==> src/logic/rfl_pkg.sv <==
package rfl_pkg;

   // Management register addresses of the reflectometry unit.
   localparam logic [4:0] REFLECT_CONTROL_ADDR = 5'h16;
   localparam logic [4:0] REFLECT_WINDOW_ADDR = 5'h17;
   localparam logic [4:0] REFLECT_PEAK_RESULT_ADDR = 5'h18;
   localparam logic [4:0] REFLECT_THRESHOLD_RESULT_ADDR = 5'h19;

   // Field positions inside reflect_control.
   localparam int CTRL_ENABLE_BIT = 15;
   localparam int CTRL_FAST_DRIVER_SELECT_BIT = 14;
   localparam int CTRL_PULSE_RX_PAIR_BIT = 13;
   localparam int CTRL_MONITOR_RX_PAIR_BIT = 12;
   localparam int CTRL_SEND_BIT = 11;
   localparam int CTRL_WIDTH_HI = 10;
   localparam int CTRL_WIDTH_LO = 8;
   localparam int CTRL_MIN_MODE_BIT = 7;

   // Field positions inside reflect_window and the result registers.
   localparam int WIN_START_HI = 15;
   localparam int WIN_START_LO = 8;
   localparam int WIN_STOP_HI = 7;
   localparam int WIN_STOP_LO = 0;
   localparam int THR_FOUND_BIT = 15;

   // Reset values.
   localparam logic [15:0] CONTROL_RESET = 16'h0000;
   localparam logic [7:0] WIN_START_RESET = 8'h00;
   localparam logic [7:0] WIN_STOP_RESET = 8'hFF;

   // Timing: the design clock and the two link pulse widths of the slow driver.
   localparam int CLOCK_PERIOD_NS = 10;
   localparam int SAMPLE_PERIOD_NS = 8;
   localparam int SLOW_SHORT_PULSE_NS = 50;
   localparam int SLOW_LONG_PULSE_NS = 100;
   localparam int SLOW_SHORT_CYCLES = (SLOW_SHORT_PULSE_NS + CLOCK_PERIOD_NS - 1) / CLOCK_PERIOD_NS;
   localparam int SLOW_LONG_CYCLES = (SLOW_LONG_PULSE_NS + CLOCK_PERIOD_NS - 1) / CLOCK_PERIOD_NS;
   localparam int LAST_SAMPLE_TIME = 255;

   // Decoded view of the control register.
   typedef struct packed {
      logic enable;
      logic fast_driver_select;
      logic pulse_rx_pair;
      logic monitor_rx_pair;
      logic [2:0] width;
      logic min_mode;
   } rfl_ctrl_t;

   // One qualified converter sample with its time stamp.
   typedef struct packed {
      logic valid;
      logic [7:0] time_stamp;
      logic signed [7:0] value;
   } rfl_sample_t;

endpackage

==> src/logic/rfl_capture.sv <==
`timescale 1ns/1ns
// Peak and threshold capture over qualified converter samples.
module rfl_capture #(
   parameter int SAMPLE_WIDTH = 8
) (
   input wire logic clock,
   input wire logic srst,
   input wire logic clear,
   input wire rfl_pkg::rfl_sample_t sample,
   input wire logic min_mode,
   input wire logic signed [SAMPLE_WIDTH-1:0] threshold,
   output logic peak_seen,
   output logic signed [SAMPLE_WIDTH-1:0] peak_value,
   output logic [7:0] peak_time,
   output logic threshold_seen,
   output logic [7:0] threshold_time
);

   // Refuse any width but the 8-bit sample that the struct carries.
   if (SAMPLE_WIDTH != 8) begin : g_width_check
      $error("rfl_capture serves 8-bit samples only");
   end

   // Signed copy of the sample, so every compare below is a signed one.
   wire logic signed [SAMPLE_WIDTH-1:0] sample_value = sample.value;

   // A sample beats the held peak only when strictly better, so ties keep the earliest time.
   wire logic better_max = sample_value > peak_value;
   wire logic better_min = sample_value < peak_value;
   wire logic better = !peak_seen || (min_mode ? better_min : better_max);
   wire logic beyond = min_mode ? (sample_value < threshold) : (sample_value > threshold);
   wire logic take_peak = sample.valid && better;
   wire logic take_threshold = sample.valid && !threshold_seen && beyond;

   // Peak tracker; cleared at each launch and held until the next one.
   always_ff @(posedge clock) begin
      if (srst || clear) begin
         peak_seen <= 1'b0;
         peak_value <= '0;
         peak_time <= 8'h00;
      end else if (take_peak) begin
         peak_seen <= 1'b1;
         peak_value <= sample_value;
         peak_time <= sample.time_stamp;
      end
   end

   // Threshold tracker keeps only the first crossing.
   always_ff @(posedge clock) begin
      if (srst || clear) begin
         threshold_seen <= 1'b0;
         threshold_time <= 8'h00;
      end else if (take_threshold) begin
         threshold_seen <= 1'b1;
         threshold_time <= sample.time_stamp;
      end
   end

endmodule

==> src/logic/rfl_diag.sv <==
`timescale 1ns/1ns
module rfl_diag #(
   parameter int SAMPLE_WIDTH = 8
) (
   input wire logic clock,
   input wire logic srst,
   input wire logic [4:0] reg_addr,
   input wire logic [15:0] reg_wdata,
   input wire logic reg_write,
   input wire logic reg_read,
   output logic [15:0] reg_rdata,
   input wire logic sample_valid,
   input wire logic signed [SAMPLE_WIDTH-1:0] tx_pair_sample,
   input wire logic signed [SAMPLE_WIDTH-1:0] rx_pair_sample,
   input wire logic signed [SAMPLE_WIDTH-1:0] threshold_level,
   output logic driver_takeover,
   output logic pulse_on_rx_pair,
   output logic slow_line_driver,
   output logic fast_line_driver,
   output logic pulse_negative,
   output logic monitor_busy
);

   // The capture compares and the result layouts are built for 8-bit converter samples.
   if (SAMPLE_WIDTH != 8) begin : g_width_check
      $error("rfl_diag serves 8-bit converter samples only");
   end

   // Run state; one run covers 256 sample times after the launch.
   typedef enum logic [1:0] {
      RFL_IDLE,
      RFL_RUN
   } rfl_state_t;

   // Cycle counts of the slow link pulse, cut to the counter width on purpose.
   localparam logic [3:0] SLOW_SHORT_COUNT = 4'(rfl_pkg::SLOW_SHORT_CYCLES);
   localparam logic [3:0] SLOW_LONG_COUNT = 4'(rfl_pkg::SLOW_LONG_CYCLES);
   localparam logic [7:0] LAST_TIME = 8'(rfl_pkg::LAST_SAMPLE_TIME);

   // Pulls the decoded control fields out of a register image.
   function automatic rfl_pkg::rfl_ctrl_t decode_ctrl(input logic [15:0] word);
      rfl_pkg::rfl_ctrl_t c;
      c.enable = word[rfl_pkg::CTRL_ENABLE_BIT];
      c.fast_driver_select = word[rfl_pkg::CTRL_FAST_DRIVER_SELECT_BIT];
      c.pulse_rx_pair = word[rfl_pkg::CTRL_PULSE_RX_PAIR_BIT];
      c.monitor_rx_pair = word[rfl_pkg::CTRL_MONITOR_RX_PAIR_BIT];
      c.width = word[rfl_pkg::CTRL_WIDTH_HI:rfl_pkg::CTRL_WIDTH_LO];
      c.min_mode = word[rfl_pkg::CTRL_MIN_MODE_BIT];
      return c;
   endfunction

   // Builds the register image of a control struct with the busy flag in the send position.
   function automatic logic [15:0] encode_ctrl(input rfl_pkg::rfl_ctrl_t c, input logic busy);
      logic [15:0] word;
      word = 16'h0000;
      word[rfl_pkg::CTRL_ENABLE_BIT] = c.enable;
      word[rfl_pkg::CTRL_FAST_DRIVER_SELECT_BIT] = c.fast_driver_select;
      word[rfl_pkg::CTRL_PULSE_RX_PAIR_BIT] = c.pulse_rx_pair;
      word[rfl_pkg::CTRL_MONITOR_RX_PAIR_BIT] = c.monitor_rx_pair;
      word[rfl_pkg::CTRL_SEND_BIT] = busy;
      word[rfl_pkg::CTRL_WIDTH_HI:rfl_pkg::CTRL_WIDTH_LO] = c.width;
      word[rfl_pkg::CTRL_MIN_MODE_BIT] = c.min_mode;
      return word;
   endfunction

   // Stored register fields and run state.
   rfl_pkg::rfl_ctrl_t ctrl;
   logic [7:0] win_start;
   logic [7:0] win_stop;
   rfl_state_t state;
   rfl_state_t next_state;
   logic [7:0] timer;
   logic [3:0] pulse_count;
   logic pulse_active;
   logic fast_polarity;
   logic [15:0] next_rdata;

   // Register decode.
   wire logic write_control = reg_write && (reg_addr == rfl_pkg::REFLECT_CONTROL_ADDR);
   wire logic write_window = reg_write && (reg_addr == rfl_pkg::REFLECT_WINDOW_ADDR);
   wire rfl_pkg::rfl_ctrl_t written_ctrl = decode_ctrl(reg_wdata);
   wire logic send_request = write_control && reg_wdata[rfl_pkg::CTRL_SEND_BIT];

   // Enable as it stands after this clock edge.
   function automatic logic next_ctrl_enable();
      return write_control ? written_ctrl.enable : ctrl.enable;
   endfunction

   // A disable must release the drivers on the same edge that drops the takeover, or the
   // line would carry a stray cycle of test pulse after the transceiver got it back.
   wire logic enable_next = next_ctrl_enable();

   // A send is honoured only with the unit enabled and no run in progress; a send written
   // during a run is dropped so the running capture is not torn in half.
   wire logic launch = send_request && written_ctrl.enable && (state == RFL_IDLE);
   wire logic running = (state == RFL_RUN);

   // Pulse length: slow driver uses the fixed 50/100 ns link pulse, fast driver counts 8 ns samples.
   wire logic slow_long = written_ctrl.width[2];
   wire logic [3:0] slow_count = slow_long ? SLOW_LONG_COUNT : SLOW_SHORT_COUNT;
   wire logic [3:0] fast_count = {1'b0, written_ctrl.width};
   wire logic width_zero = (written_ctrl.width == 3'b000);
   wire logic [3:0] launch_count = written_ctrl.fast_driver_select ? fast_count : slow_count;

   // The slow pulse ticks on every clock, the fast pulse on every converter sample.
   wire logic pulse_tick = ctrl.fast_driver_select ? sample_valid : 1'b1;
   wire logic pulse_last = pulse_active && pulse_tick && (pulse_count == 4'h1);

   // Monitor input: pair select, then the window qualifier on the launch-relative timer.
   wire logic signed [SAMPLE_WIDTH-1:0] picked_sample =
      ctrl.monitor_rx_pair ? rx_pair_sample : tx_pair_sample;
   wire logic in_window = (timer >= win_start) && (timer <= win_stop);
   wire logic last_sample = running && sample_valid && (timer == LAST_TIME);
   wire rfl_pkg::rfl_sample_t qualified = '{
      valid: running && sample_valid && in_window,
      time_stamp: timer,
      value: picked_sample
   };

   // Capture results.
   wire logic peak_seen;
   wire logic signed [SAMPLE_WIDTH-1:0] peak_value;
   wire logic [7:0] peak_time;
   wire logic threshold_seen;
   wire logic [7:0] threshold_time;

   // Capture unit; its results are cleared by the launch itself.
   rfl_capture #(
      .SAMPLE_WIDTH(SAMPLE_WIDTH)
   ) u_capture (
      .clock(clock),
      .srst(srst),
      .clear(launch),
      .sample(qualified),
      .min_mode(ctrl.min_mode),
      .threshold(threshold_level),
      .peak_seen(peak_seen),
      .peak_value(peak_value),
      .peak_time(peak_time),
      .threshold_seen(threshold_seen),
      .threshold_time(threshold_time)
   );

   // Result register images.
   wire logic [15:0] peak_word = {peak_time, peak_value};
   wire logic [15:0] threshold_word = {threshold_seen, 7'h00, threshold_time};

   // Read data selection; unmapped addresses read as zero.
   always_comb begin
      case (reg_addr)
         rfl_pkg::REFLECT_CONTROL_ADDR: next_rdata = encode_ctrl(ctrl, running);
         rfl_pkg::REFLECT_WINDOW_ADDR: next_rdata = {win_start, win_stop};
         rfl_pkg::REFLECT_PEAK_RESULT_ADDR: next_rdata = peak_word;
         rfl_pkg::REFLECT_THRESHOLD_RESULT_ADDR: next_rdata = threshold_word;
         default: next_rdata = 16'h0000;
      endcase
   end

   // Read data is registered on the read strobe and held until the next read.
   // A result read therefore shows the value that stood at the edge taking the strobe.
   always_ff @(posedge clock) begin
      if (srst) begin
         reg_rdata <= 16'h0000;
      end else if (reg_read) begin
         reg_rdata <= next_rdata;
      end
   end

   // Control register; the send bit is a strobe and is not stored.
   always_ff @(posedge clock) begin
      if (srst) begin
         ctrl <= decode_ctrl(rfl_pkg::CONTROL_RESET);
      end else if (write_control) begin
         ctrl <= written_ctrl;
      end
   end

   // Window register, full range after reset.
   always_ff @(posedge clock) begin
      if (srst) begin
         win_start <= rfl_pkg::WIN_START_RESET;
         win_stop <= rfl_pkg::WIN_STOP_RESET;
      end else if (write_window) begin
         win_start <= reg_wdata[rfl_pkg::WIN_START_HI:rfl_pkg::WIN_START_LO];
         win_stop <= reg_wdata[rfl_pkg::WIN_STOP_HI:rfl_pkg::WIN_STOP_LO];
      end
   end

   // Run sequencing: one run covers sample times 0 through 255 after the launch.
   always_comb begin
      next_state = state;
      case (state)
         RFL_IDLE: begin
            if (launch) begin
               next_state = RFL_RUN;
            end
         end
         RFL_RUN: begin
            if (last_sample || !ctrl.enable) begin
               next_state = RFL_IDLE;
            end
         end
         default: next_state = RFL_IDLE;
      endcase
   end

   // State register.
   always_ff @(posedge clock) begin
      if (srst) begin
         state <= RFL_IDLE;
      end else begin
         state <= next_state;
      end
   end

   // Timer zeroes at launch, so time 0 is the first sample taken with the pulse on the line.
   // It stops at 255, where the run ends, so a stale count can never wrap into the window.
   always_ff @(posedge clock) begin
      if (srst || launch) begin
         timer <= 8'h00;
      end else if (running && sample_valid && (timer != LAST_TIME)) begin
         timer <= timer + 8'h01;
      end
   end

   // Pulse length counter; a zero width never starts a pulse.
   always_ff @(posedge clock) begin
      if (srst) begin
         pulse_active <= 1'b0;
         pulse_count <= 4'h0;
      end else if (launch) begin
         pulse_active <= !width_zero;
         pulse_count <= launch_count;
      end else if (pulse_last || !enable_next) begin
         pulse_active <= 1'b0;
         pulse_count <= 4'h0;
      end else if (pulse_active && pulse_tick) begin
         pulse_count <= pulse_count - 4'h1;
      end
   end

   // Fast pulses flip polarity after each one actually sent.
   always_ff @(posedge clock) begin
      if (srst) begin
         fast_polarity <= 1'b0;
      end else if (launch && written_ctrl.fast_driver_select && !width_zero) begin
         fast_polarity <= !fast_polarity;
      end
   end

   // Driver outputs. The polarity shown during a pulse is the one held before the flip,
   // so the first fast pulse after reset is positive.
   always_ff @(posedge clock) begin
      if (srst) begin
         slow_line_driver <= 1'b0;
         fast_line_driver <= 1'b0;
         pulse_negative <= 1'b0;
      end else if (launch && !width_zero) begin
         slow_line_driver <= !written_ctrl.fast_driver_select;
         fast_line_driver <= written_ctrl.fast_driver_select;
         pulse_negative <= written_ctrl.fast_driver_select && fast_polarity;
      end else if (pulse_last || !enable_next) begin
         slow_line_driver <= 1'b0;
         fast_line_driver <= 1'b0;
         pulse_negative <= 1'b0;
      end
   end

   // Takeover, pair routing and busy are registered from the next control and run state, so they change on the same edge.
   always_ff @(posedge clock) begin
      if (srst) begin
         driver_takeover <= 1'b0;
         pulse_on_rx_pair <= 1'b0;
         monitor_busy <= 1'b0;
      end else begin
         driver_takeover <= enable_next;
         pulse_on_rx_pair <= write_control ? written_ctrl.pulse_rx_pair : ctrl.pulse_rx_pair;
         monitor_busy <= (next_state == RFL_RUN);
      end
   end

endmodule

==> config.mk <==
export PLATFORM = sky130hd
export DESIGN_NAME = rfl_diag
export DESIGN_NICKNAME = d
export VERILOG_FILES = /design/src/logic/rfl_pkg.sv /design/src/logic/rfl_capture.sv /design/src/logic/rfl_diag.sv
export SDC_FILE = /design/constraint.sdc
export NUM_CORES = 1
export LEC_CHECK = 0
export BUFFER_PORTS_ARGS = -buffer_cell sky130_fd_sc_hd__buf_2
export CAP_MARGIN = 15
export CORE_MARGIN = 2
export CORE_UTILIZATION = 58
export DETAILED_ROUTE_END_ITERATION = 12
export PLACE_DENSITY = 0.8
export SETUP_SLACK_MARGIN = 0.05
export SLEW_MARGIN = 20
export SYNTH_ARGS = -nofsm -noshare
export SYNTH_HDL_FRONTEND = slang
export SYNTH_HIERARCHICAL = 1
export SYNTH_SLANG_ARGS = --single-unit
==> constraint.sdc <==
create_clock -name clock -period 3.7 [get_ports clock]
set_input_delay 0.185 -clock clock [delete_from_list [all_inputs] [get_ports clock]]
set_output_delay 0.185 -clock clock [all_outputs]
set_load 0.01 [all_outputs]
# Word level (Yosys, flattened, before mapping)
# Index checks and enable logic that the tools add are counted.
totals:
  register_bits: 88
  latch_bits: 0
  ram_bits: 0
  mem_bits_ro: 0
  input_bits: 50
  output_inout_bits: 22
  elab_cells: 97
  memories: 0
classes:
  add_sub_neg: 2
  multipliers: 0
  n_div: 0
  n_lt_le_gt_ge: 6
  n_eq_ne: 9
  n_shift: 0
  n_mux: 20
  bitwise: 0
  n_reduce_logical: 35
ops:
  columns: ["op", "count"]
  rows:
  - ["case mux 16 bit (4 select lines)", 1]
  - ["== test 5 bit, second input constant", 4]
  - ["two-way mux 4 bit", 5]
  - ["logical AND 1 bit", 19]
  - ["greater-than comparator 8 bit", 2]
  - ["< comparator 8 bit", 2]
  - ["two-way mux 1 bit", 10]
  - ["adder 8 x 1 -> 8 bit, second input constant", 1]
  - ["== test 8 bit, second input constant", 1]
  - ["greater-or-equal comparator 8 bit", 1]
  - ["less-or-equal comparator 8 bit", 1]
  - ["two-way mux 8 bit", 1]
  - ["!= test 8 bit, second input constant", 1]
  - ["zero test 1 bit", 7]
  - ["== test 2 x 1 -> 1 bit, second input constant", 2]
  - ["== test 4 x 1 -> 1 bit, second input constant", 1]
  - ["logical OR 1 bit", 4]
  - ["two-way mux 2 bit", 2]
  - ["case mux 2 bit (2 select lines)", 1]
  - ["nonzero test 2 bit", 2]
  - ["subtractor 4 x 1 -> 4 bit, second input constant", 1]
  - ["zero test 3 bit", 1]
  - ["nonzero test 3 bit", 1]
  - ["zero test 2 bit", 1]

# Longest topological paths before layout
# Gate-level depths: netlist (run 1).
depth:
  ltp_word: 8
  depth_mapped: 12
  depth_no_buf: 11

# Modules after synthesis
# Netlist (run 1), hierarchy kept.
by_module_without_submodules:
  columns: ["module", "instances", "cells_each", "area_per_inst_um2", "seq_area_each_um2"]
  rows:
  - ["rfl_diag", 1, 372, 3258.1, 1241.2]
  - ["rfl_capture", 1, 235, 2045.7, 520.5]

# Least setup slack after synthesis (run 1)
# OpenSTA, ideal clock, no wires.
synth_path:
  kind: "register to register"
  startpoint: "register timer[2]"
  endpoint: "register u_capture.threshold_time[0]"
  setup_time_ps: 72
  arrival_time_ps: 2948
  t_required_ps: 3628
  path_slack_ps: 680
  path_stages_with_launch: 11
  n_path_buf: 0
  path_cell_list: "dfxtp_1 -> ha_1 -> a21oi_1 -> o22ai_1 -> o211ai_1 -> o211ai_1 -> a211oi_1 -> inv_2 -> or4_1 -> mux2i_4 -> mux2i_1"
synth_rtl:
  columns: ["item", "line", "source"]
  rows:
  - ["start, declared", "rfl_diag.sv:72", "logic [7:0] timer;"]
  - ["start signal, assigned", "rfl_diag.sv:222", "timer <= timer + 8'h01;"]
  - ["end signal, assigned", "rfl_capture.sv:55", "threshold_time <= sample.time_stamp;"]
  - ["end, declared", "rfl_capture.sv:16", "output logic [7:0] threshold_time"]

# Worst setup path after layout (run 1)
layout_path:
  startpoint: "register ctrl[4] (netlist name)"
  endpoint: "register u_capture.peak_time[2]"
layout_between:
  elab_chain_len: 5
layout_rtl:
  columns: ["item", "line", "source"]
  rows:
  - ["start, declared", "rfl_diag.sv:67", "rfl_pkg::rfl_ctrl_t ctrl;"]
  - ["start signal, assigned", "rfl_diag.sv:172", "ctrl <= decode_ctrl(rfl_pkg::CONTROL_RESET);"]
  - ["start signal, assigned", "rfl_diag.sv:174", "ctrl <= written_ctrl;"]
  - ["two-way mux 8 bit *", "rfl_diag.sv:111", "ctrl.monitor_rx_pair ? rx_pair_sample : tx_pair_sample;"]
  - ["via picked_sample[5]", "rfl_diag.sv:110", "wire logic signed [SAMPLE_WIDTH-1:0] picked_sample ="]
  - ["greater-than comparator 8 bit / < comparator 8 bit (equally long branches)", "rfl_capture.sv:28, rfl_capture.sv:29", null]
  - ["two-way mux 1 bit *", "rfl_capture.sv:30", "wire logic better = !peak_seen || (min_mode ? better_min : better_max);"]
  - ["logical OR 1 bit *", "rfl_capture.sv:30", null]
  - ["logical AND 1 bit *", "rfl_capture.sv:32", "wire logic take_peak = sample.valid && better;"]
  - ["end signal, assigned", "rfl_capture.sv:44", "peak_time <= sample.time_stamp;"]
  - ["end, declared", "rfl_capture.sv:14", "output logic [7:0] peak_time,"]
# The timed path passes the listed nets; every way through them passes the cells marked *.
# A chain may end at the register's enable or synchronous reset.

==> impl.org, run 1 <==
** Yosys
- EDFF count, synth :: 0
- Simple-gate share of the synthesized area :: 25.43%
- In the synthesized netlist, mux cells make up 4.577% of the area.
- Largest family of logic cells by synthesized area :: simple AND/OR/NAND/NOR gates
- Cell accounting for the most synthesized area :: sky130_fd_sc_hd__dfxtp_1
- Post-synth design cell area :: 5304 sq um
- In the post-synthesis netlist, the cell with the most instances is sky130_fd_sc_hd__dfxtp_1.
- Synth Flop Type :: sky130_fd_sc_hd__dfxtp_1
- When the netlist entered floorplanning its net count stood at 693.
- Counting instances in the post-synthesis netlist gives the leading cell types as sky130_fd_sc_hd__dfxtp_1 (88), sky130_fd_sc_hd__nand2_1 (70), sky130_fd_sc_hd__inv_1 (42).
- Area share of xor/xnor cells in the synthesized design :: 1.486%
- The synthesized netlist devotes 8.493% of its cell area to adder and majority cells.
- The Yosys step of the flow raised 6 warnings.
- Of the synthesized area, sequential elements account for 33.22%.
- FFs w/ async S/R, synth :: 0%
- Number of unique standard cell types used by synthesis :: 69
- By area the synthesized netlist is led by sky130_fd_sc_hd__dfxtp_1 (33%), sky130_fd_sc_hd__ha_1 (8.5%), sky130_fd_sc_hd__nand2_1 (5.0%).
- Synthesis produced a netlist whose cell count is 607.
- The synthesized netlist devotes 19.63% of its cell area to compound gates.
- Number of storage elements in the synthesis netlist :: 88
- Share of the synthesized area in the top cell type :: 33.22%
- Mean post-synth cell area :: 8.738 sq um

** STA
- Setup repair after global routing left no endpoint under its margin.
- Ratio of final minimum period to clock period :: 86.91%
- Fin Setup TNS :: 0 ns
- The worst path in the final design needs a cycle of 3.216 ns, including I/O delays and setup.
- Between clock sinks in the finished design, the worst skew comes to 0.01198 ns.
- Slew at the pin closest to its max-slew limit :: 0.9150 ns
- Setup violations remaining at the end of the flow were counted as 0.
- Hold is met by 0.1081 ns.
- Final hold viol count :: 0
- Number of max-slew violations in the final report :: 0
- Highest attainable clock frequency :: 311.0 MHz
- Remaining max-slew budget at the tightest pin :: 38.92%

** Floorplanning
- In this run the core area contains 34 standard-cell rows.
- Height of the chip :: 99.63 um
- Initial standard-cell utilization of the core :: 60.23%
- Number of primary I/O pins :: 72
- The total area inside the core boundary comes to 8806 sq um.
- The die covers 9925 sq um.
- Measured along the x axis, the die boundary spans 99.63 um.

** Cells and area
- At the end of the flow, the number of nets in the layout was 753.
- Layout-stage area growth over the synthesis result :: 12.10%
- ANT cells :: 0
- Share of post-route cells with drive strength above 1 :: 22.02%
- Number of filler instances in the final layout :: 726

** Worst setup path
- Critical path capture point type :: register
- In this run the worst path has a maximum fanout of 16.
- For the worst flop-to-flop path, the logic depth is 8.
- Element type at the critical path start :: register
- Classification of the worst setup path :: register to register
- For the worst setup path, the data arrival time is 3.51 ns.
- Required time of the worst setup path :: 4.00 ns

** Clock network
- The cell sitting at the root of the clock tree is a sky130_fd_sc_hd__clkbuf_8.
- Gates resized during post-CTS repair numbered 0.
- TritonCTS built the clock tree.
- Clock tree synthesis inserted a total of 9 buffers.
- TritonCTS Sinks :: 88
- Clock-pin slew on the worst setup and hold paths :: 0.10 ns
- Cts-stage hold buffer count :: 0
- Later-pin clock latency in the skew report :: 0.36 ns
- The H-tree was split into 3 levels.
- The longest clock path from root to sink contains 2 buffers.
- Buffers added to address setup during post-CTS repair amount to 0.

** Place
- HPWL Detailed :: 10.41 mm
- # port buffers :: 71
- At the end of routability-driven placement, the weighted congestion stood at 0.9455.

** Global route
- Aggregate global-route resource usage :: 29.75%
- The initial antenna violation count was 0.
- Maximum number of pins on one net before global-route repair :: 68
- The via count of the first global-routing pass is 4872.
- The first global-routing pass estimated 23.94 mm of wire.
- Global routing finished with a remaining overflow of 0.

** Detailed routing
- Post-DRT Antenna Nets :: 0
- Average routed wire per standard cell :: 18.50 um
- Detailed-route vias per instance :: 6.482
- In the routed design, unresolved DRC markers number 0.
- The routed layout has 5056 vias.
- Drt initial violations :: 348
- The routed design has 14.43 mm of wire.
- Total iterations of the first detailed-routing run :: 5

** Power
- In this run the static leakage power is 2.730 nW.
- VDD sags by at most 0.2058 mV.
- Power spread over the standard cell area amounts to 308.5 nW/um^2.

** Min path
- The worst hold path belongs to the class input pin to register.
- Hold Path Stages :: 3

** Job
- Across the run, the number of max-cap violations was 0.

** Status
- The flow ran to the end, and the final reports show no timing, DRC or antenna violations.
## where the power goes
group	switching [mW]	internal (mW)	leakage (nW)	total [mW]
clock network	0.371	0.342	0.108	0.713
registers	0.00356	0.950	0.710	0.954
logic	0.105	0.0622	1.91	0.168
## metal layers
| metal | up-vias | part of all wire, % | global-route usage [%] |
|---|---|---|---|
| met3 | 38 | 7.2 | 3.725 |
| met5 | - | 0 | 0 |
| met1 | 2414 | 42 | 37.90 |
| met4 | 0 | 2.5 | 12.43 |
| li1 | 2353 | - | - |
| met2 | 251 | 49 | 50.83 |
## final timing paths
check / startpoint / slack [ns] / end
min reg2reg: fast_line_driver$_SDFFE_PP0P_ / 0.46 / fast_line_driver$_SDFFE_PP0P_
max: ctrl[4]$_SDFFE_PP0N_ / 0.48 / u_capture/peak_time[2]$_SDFFE_PP0P_
max reg2reg: ctrl[4]$_SDFFE_PP0N_ / 0.48 / u_capture/peak_time[2]$_SDFFE_PP0P_
min: reg_wdata[7] / 0.11 / ctrl[0]$_SDFFE_PP0N_
## sequential cells by signal, indices dropped and copies added, names as in the netlist, 2 cells and up
register and flops:
win_stop 8, win_start 8, ctrl 8, timer 8
reg_rdata 16, pulse_count 4, state 2, u_capture/peak_value 8
u_capture/peak_time 8, u_capture/threshold_time 8
## critical path, cell delays in order, from the launching register on
cell and delay [ns]:
sky130_fd_sc_hd__dfxtp_1 0.64, sky130_fd_sc_hd__mux2_2 0.44, sky130_fd_sc_hd__ha_1 0.33, sky130_fd_sc_hd__a211oi_2 0.27, sky130_fd_sc_hd__o22ai_1 0.13, sky130_fd_sc_hd__nor3_2 0.35
sky130_fd_sc_hd__or4_1 0.71, sky130_fd_sc_hd__nand3_2 0.17, sky130_fd_sc_hd__nand3_2 0.11
## area by class of cell
type	count	area (sq um)	share of cell area [%]
clock inverters	6	73.82	1.242
inverters	43	161.4	2.715
multi-input cells	438	3181	53.49
repair buffers	87	495.5	8.333
flip-flops and latches	88	1762	29.63
well taps	108	135.1	2.273
clock buffers	10	137.6	2.315
## placed cells by master (no fill, tap or decap), drive strengths merged, types with 16 or more instances in the layout
master | synthesis | routed
a21oi | 24 | 24
a22o | 19 | 19
a31oi | 20 | 20
and3 | 27 | 27
and4b | 16 | 16
buf | 15 | 87
dfxtp | 88 | 88
ha | 36 | 36
inv | 43 | 47
nand2 | 72 | 72
nand3 | 48 | 48
nor2 | 24 | 24
o2111ai | 16 | 16
## cell families after synthesis
family	count (synthesis)
AND/OR/NAND/NOR	230
adder cells (fa/ha/maj)	36
other	1
multiplexers	22
AO/OA/AOI/OAI	140
XOR/XNOR	9
buffers and inverters	81
flip-flops	88
## through the flow
| stage | cell area [sq um] | power (mW) | worst slack (ns) | std cells | util [%] |
|---|---|---|---|---|---|
| after floorplan | 5304 | 1.082 | 0.6802 | 607 | - |
| after global placement | 5704 | 1.130 | 0.6194 | 763 | 64.78 |
| after detailed placement | 5704 | 1.136 | 0.5174 | 763 | 64.78 |
| after CTS | 5916 | 1.832 | 0.4684 | 779 | 67.18 |
| after global routing | 5946 | 1.904 | 0.2124 | 780 | 67.52 |
| final | 5946 | 1.834 | 0.4842 | 780 | 67.52 |
(Power assumes the default switching activity.)
==> inputs of run 2 (changes only) <==
Settings changed: CELL_PAD_IN_SITES_DETAIL_PLACEMENT from default to 0, CELL_PAD_IN_SITES_GLOBAL_PLACEMENT from default to 1, CORE_UTILIZATION 58 to 30, PLACE_DENSITY 0.8 to default, PLACE_DENSITY_LB_ADDON from default to 0.1.
==> run 2 against run 1 <==
Power rose by 13%. First-iteration DRC count fell by 20%. Combinational power is essentially flat. Maximum frequency up 7.2%. Largest cell class unchanged.
==> impl.org, run 2 (synthesized netlist as in run 1, its figures left out) <==
** Power
- Largest vdd supply drop :: 0.2108 mV (+2.4%)
- The switching power as a share of total power was 25.19% (-0.99 points).
- Seq pwr share :: 45.9% (-6.1 points)
- The fraction of power consumed by combinational cells was 8.2% (-0.9 points).
- Areal power density over the cells :: 335.0 nW/um^2 (+8.6%)
- The net switching power came to 0.5232 mW (+9.0%).
- Internal power :: 1.554 mW (+15%)
- The leakage dissipation is 2.781 nW (+1.9%).
- Clock network fraction of total power :: 45.8% (+6.9 points)

** Clock network
- TritonCTS Sinks :: 88 (unchanged)
- Post-CTS Resized :: 0 (unchanged)
- The root buffer cell chosen for the clock tree is sky130_fd_sc_hd__clkbuf_16.
- Buffer levels on the longest clock path :: 2 (unchanged)
- Clock tree from TritonCTS :: yes
- The clock transition at the register clock pins on the worst setup and hold paths after CTS is 0.07 ns (-0.03 ns).
- Later-pin clock latency in the skew report :: 0.35 ns (about the same)
- Total number of H-tree levels :: 3 (unchanged)
- The number of buffers created by CTS was 9 (unchanged).
- The number of buffers inserted by post-CTS setup repair was 0 (unchanged).
- The number of buffers inserted by hold repair at cts is 0 (unchanged).

** Detailed routing
- The routed via count was 4771 (-5.6%).
- The final routed wirelength across all metal layers was 16.73 mm (+16%).
- The post-route DRC violation count was 0 (unchanged).
- The routed length per instance came to 18.59 um (+0.48%).
- The number of vias per cell after detailed routing was 5.301 (-18%).
- Topmost layer with routed signal wires :: met4
- Drt initial violations :: 280 (-20%)
- The met1 routed wirelength after detailed routing came to 8.160 mm (+36%).
- The post-detailed-route count of antenna-violating nets is 0 (unchanged).
- Routed wire length on met2 :: 7.547 mm (+7.1%)
- Total iterations of the first detailed-routing run :: 5 (unchanged)
- The total length of routed met3 wires was 828 um (-20%).

** Floorplanning
- Height of the chip :: 137.0 um (+37%)
- Core Region :: 17300 sq um (+96%)
- Row count :: 48 (+41%)
- The area of the die came to 18760 sq um (+89%).
- The die extent in x came to 137.0 um (+37%).
- Initial standard-cell utilization of the core :: 30.66% (-30 points)
- Number of primary I/O pins :: 72 (unchanged)

** Worst setup path
- The worst reg2reg path depth came to 11 (+3).
- The most critical setup path has its endpoint at u_capture/threshold_time[7]$_SDFFE_PP0P_.
- The required time at the endpoint of the critical path is 3.97 ns (-0.03 ns).
- The worst register-to-register path ends at u_capture/threshold_time[7]$_SDFFE_PP0P_.
- The largest driver fanout on the critical path is 9 (-7).
- STA classifies the critical path endpoint as a register.
- The critical path is of the register to register type.
- FF-to-FF setup slack :: 0.70 ns (+0.22 ns)
- The worst register-to-register path begins at win_stop[5]$_SDFFE_PP1P_.
- The most critical setup path has its startpoint at win_stop[5]$_SDFFE_PP1P_.
- Element type at the critical path start :: register
- Data arrival time of the worst path :: 3.27 ns (-0.24 ns)

** STA
- RSZ-0062 raised after global routing :: false
- Slew at the pin closest to its max-slew limit :: 1.048 ns (+0.1334 ns)
- Remaining max-slew budget at the tightest pin :: 29.97% (-9.0 points)
- The clock period minus final worst setup slack came to 3.000 ns (-0.2161 ns).
- The final number of hold-violating endpoints was 0 (unchanged).
- Fin Setup TNS :: 0 ns (unchanged)
- Setup skew after layout :: 0.009060 ns (-0.002920 ns)
- The upper clock frequency limit was 333.4 MHz (+7.2%).
- The portion of the clock cycle consumed by the worst path in the final layout is 81.07% (-5.8 points).
- Final setup violation count :: 0 (unchanged)
- The final count of pins violating max slew came to 0 (unchanged).

** Global route
- Maximum number of pins on one net before global-route repair :: 83 (+22%)
- Aggregate global-route resource usage :: 18.39% (-11 points)
- Antenna violations before repair :: 0 (unchanged)
- The via count of the first global-routing pass was 4703 (-3.5%).
- The wire length of the first global-routing pass is 26.38 mm (+10%).
- Leftover overflow at the end of global routing :: 0 (unchanged)

** Cells and area
- Number of flip-flops in the largest register :: 16 (unchanged)
- The area occupied by multi-input gates is 3188 sq um (+0.24%).
- reg_rdata holds more flip-flops than any other register.
- The area taken by flip-flops and latches came to 1762 sq um (unchanged).
- The layout cell share with drive strength beyond 1 was 22.37% (+0.35 points).
- Net count, final :: 756 (+0.40%)
- The filler cell count in the final layout came to 1813 (+150%).
- Compared with the post-synthesis result, the final layout area differs by 16.94%.
- ANT cells :: 0 (unchanged)
- Leaving out fill and tap cells, the most frequent cell in the layout is sky130_fd_sc_hd__dfxtp_1.
- Most frequent cells in the layout :: sky130_fd_sc_hd__dfxtp_1 (88), sky130_fd_sc_hd__buf_2 (71), sky130_fd_sc_hd__nand2_1 (70)
- The post-route cell area is 6202 sq um (+4.3%).

** Status
- Result of the run :: complete, no violations

** Place
- HPWL Detailed :: 12.17 mm (+17%)
- Cell area reported after detailed placement :: 5903 sq um (+3.5%)
- Final weighted congestion of routability-driven global placement :: 0.8152 (-14%)
- # port buffers :: 71 (unchanged)

** Job
- Count of max-cap constraint violations :: 0 (unchanged)

** Min path
- Class of the most critical hold timing path :: input pin to register
==> run 2: changes by cell type in the layout (fill, tap and decap cells not counted), sizes merged <==
cell,before,now
inv,47,43
buf,87,90
clkinv,1,3
clkbuf,10,11
clkinvlp,0,1
==> run 2: worst min-delay path by stage <==
stage / startpoint / end / slack, ns / cells past startpoint
global placement: fast_line_driver$_SDFFE_PP0P_ / fast_line_driver$_SDFFE_PP0P_ / 0.43 / 1
detailed placement: fast_line_driver$_SDFFE_PP0P_ / fast_line_driver$_SDFFE_PP0P_ / 0.44 / 1
global route: reg_wdata[12] / win_start[4]$_SDFFE_PP0P_ / 0.13 / 3
finish: reg_wdata[7] / ctrl[0]$_SDFFE_PP0N_ / 0.11 / 3
floorplan: reg_wdata[9] / win_start[1]$_SDFFE_PP0P_ / 0.33 / 2
CTS: reg_wdata[7] / ctrl[0]$_SDFFE_PP0N_ / 0.11 / 3
==> run 2: per-layer routing <==
layer / vias to the layer above / GRT usage [%]
met1: 2291 / 26.18
met3: 15 / 3.074
met5: - / 0
li1: 2358 / -
met4: 0 / 5.441
met2: 107 / 28.33
==> run 2: worst max-delay path: stages (launching register included) <==
cell and delay, ns:
sky130_fd_sc_hd__dfxtp_1 0.35, sky130_fd_sc_hd__inv_1 0.05, sky130_fd_sc_hd__ha_1 0.28, sky130_fd_sc_hd__and4_1 0.23, sky130_fd_sc_hd__nand3_1 0.13, sky130_fd_sc_hd__o211ai_1 0.13
sky130_fd_sc_hd__o211ai_1 0.12, sky130_fd_sc_hd__a211oi_2 0.32, sky130_fd_sc_hd__inv_2 0.07, sky130_fd_sc_hd__or4_1 0.55, sky130_fd_sc_hd__mux2i_4 0.43, sky130_fd_sc_hd__mux2i_1 0.25
==> run 2: area by class of cell <==
class                           count  area share (%)
Timing Repair Buffer               90           8.231
Tap cell                          225           4.539
Clock inverter                      5          0.9078
Clock buffer                       11           3.914
Inverter                           43           2.602
Multi-Input combinational cell    438           51.40
Sequential cell                    88           28.40
==> run 2: stage by stage <==
step	util [%]	worst slack [ns]	hold WS, ns	power [mW]	cells
final	35.86	0.7003	0.1132	2.077	900
after global routing	35.86	0.5309	0.1265	2.157	900
after CTS	35.86	0.6776	0.1066	2.096	900
after detailed placement	34.13	0.7224	0.4442	1.147	884
after global placement	34.13	0.8075	0.4339	1.146	884
after floorplan	-	0.6802	0.3289	1.082	607
==> run 2: power groups by stage <==
stage / clock network, mW / logic (mW) / registers (mW)
2_1_floorplan: 0 / 0.107 / 0.974
3_3_place_gp: 0 / 0.170 / 0.976
3_5_place_dp: 0 / 0.172 / 0.976
4_1_cts: 0.969 / 0.173 / 0.954
5_1_grt: 1.01 / 0.191 / 0.954
6_report: 0.952 / 0.171 / 0.954
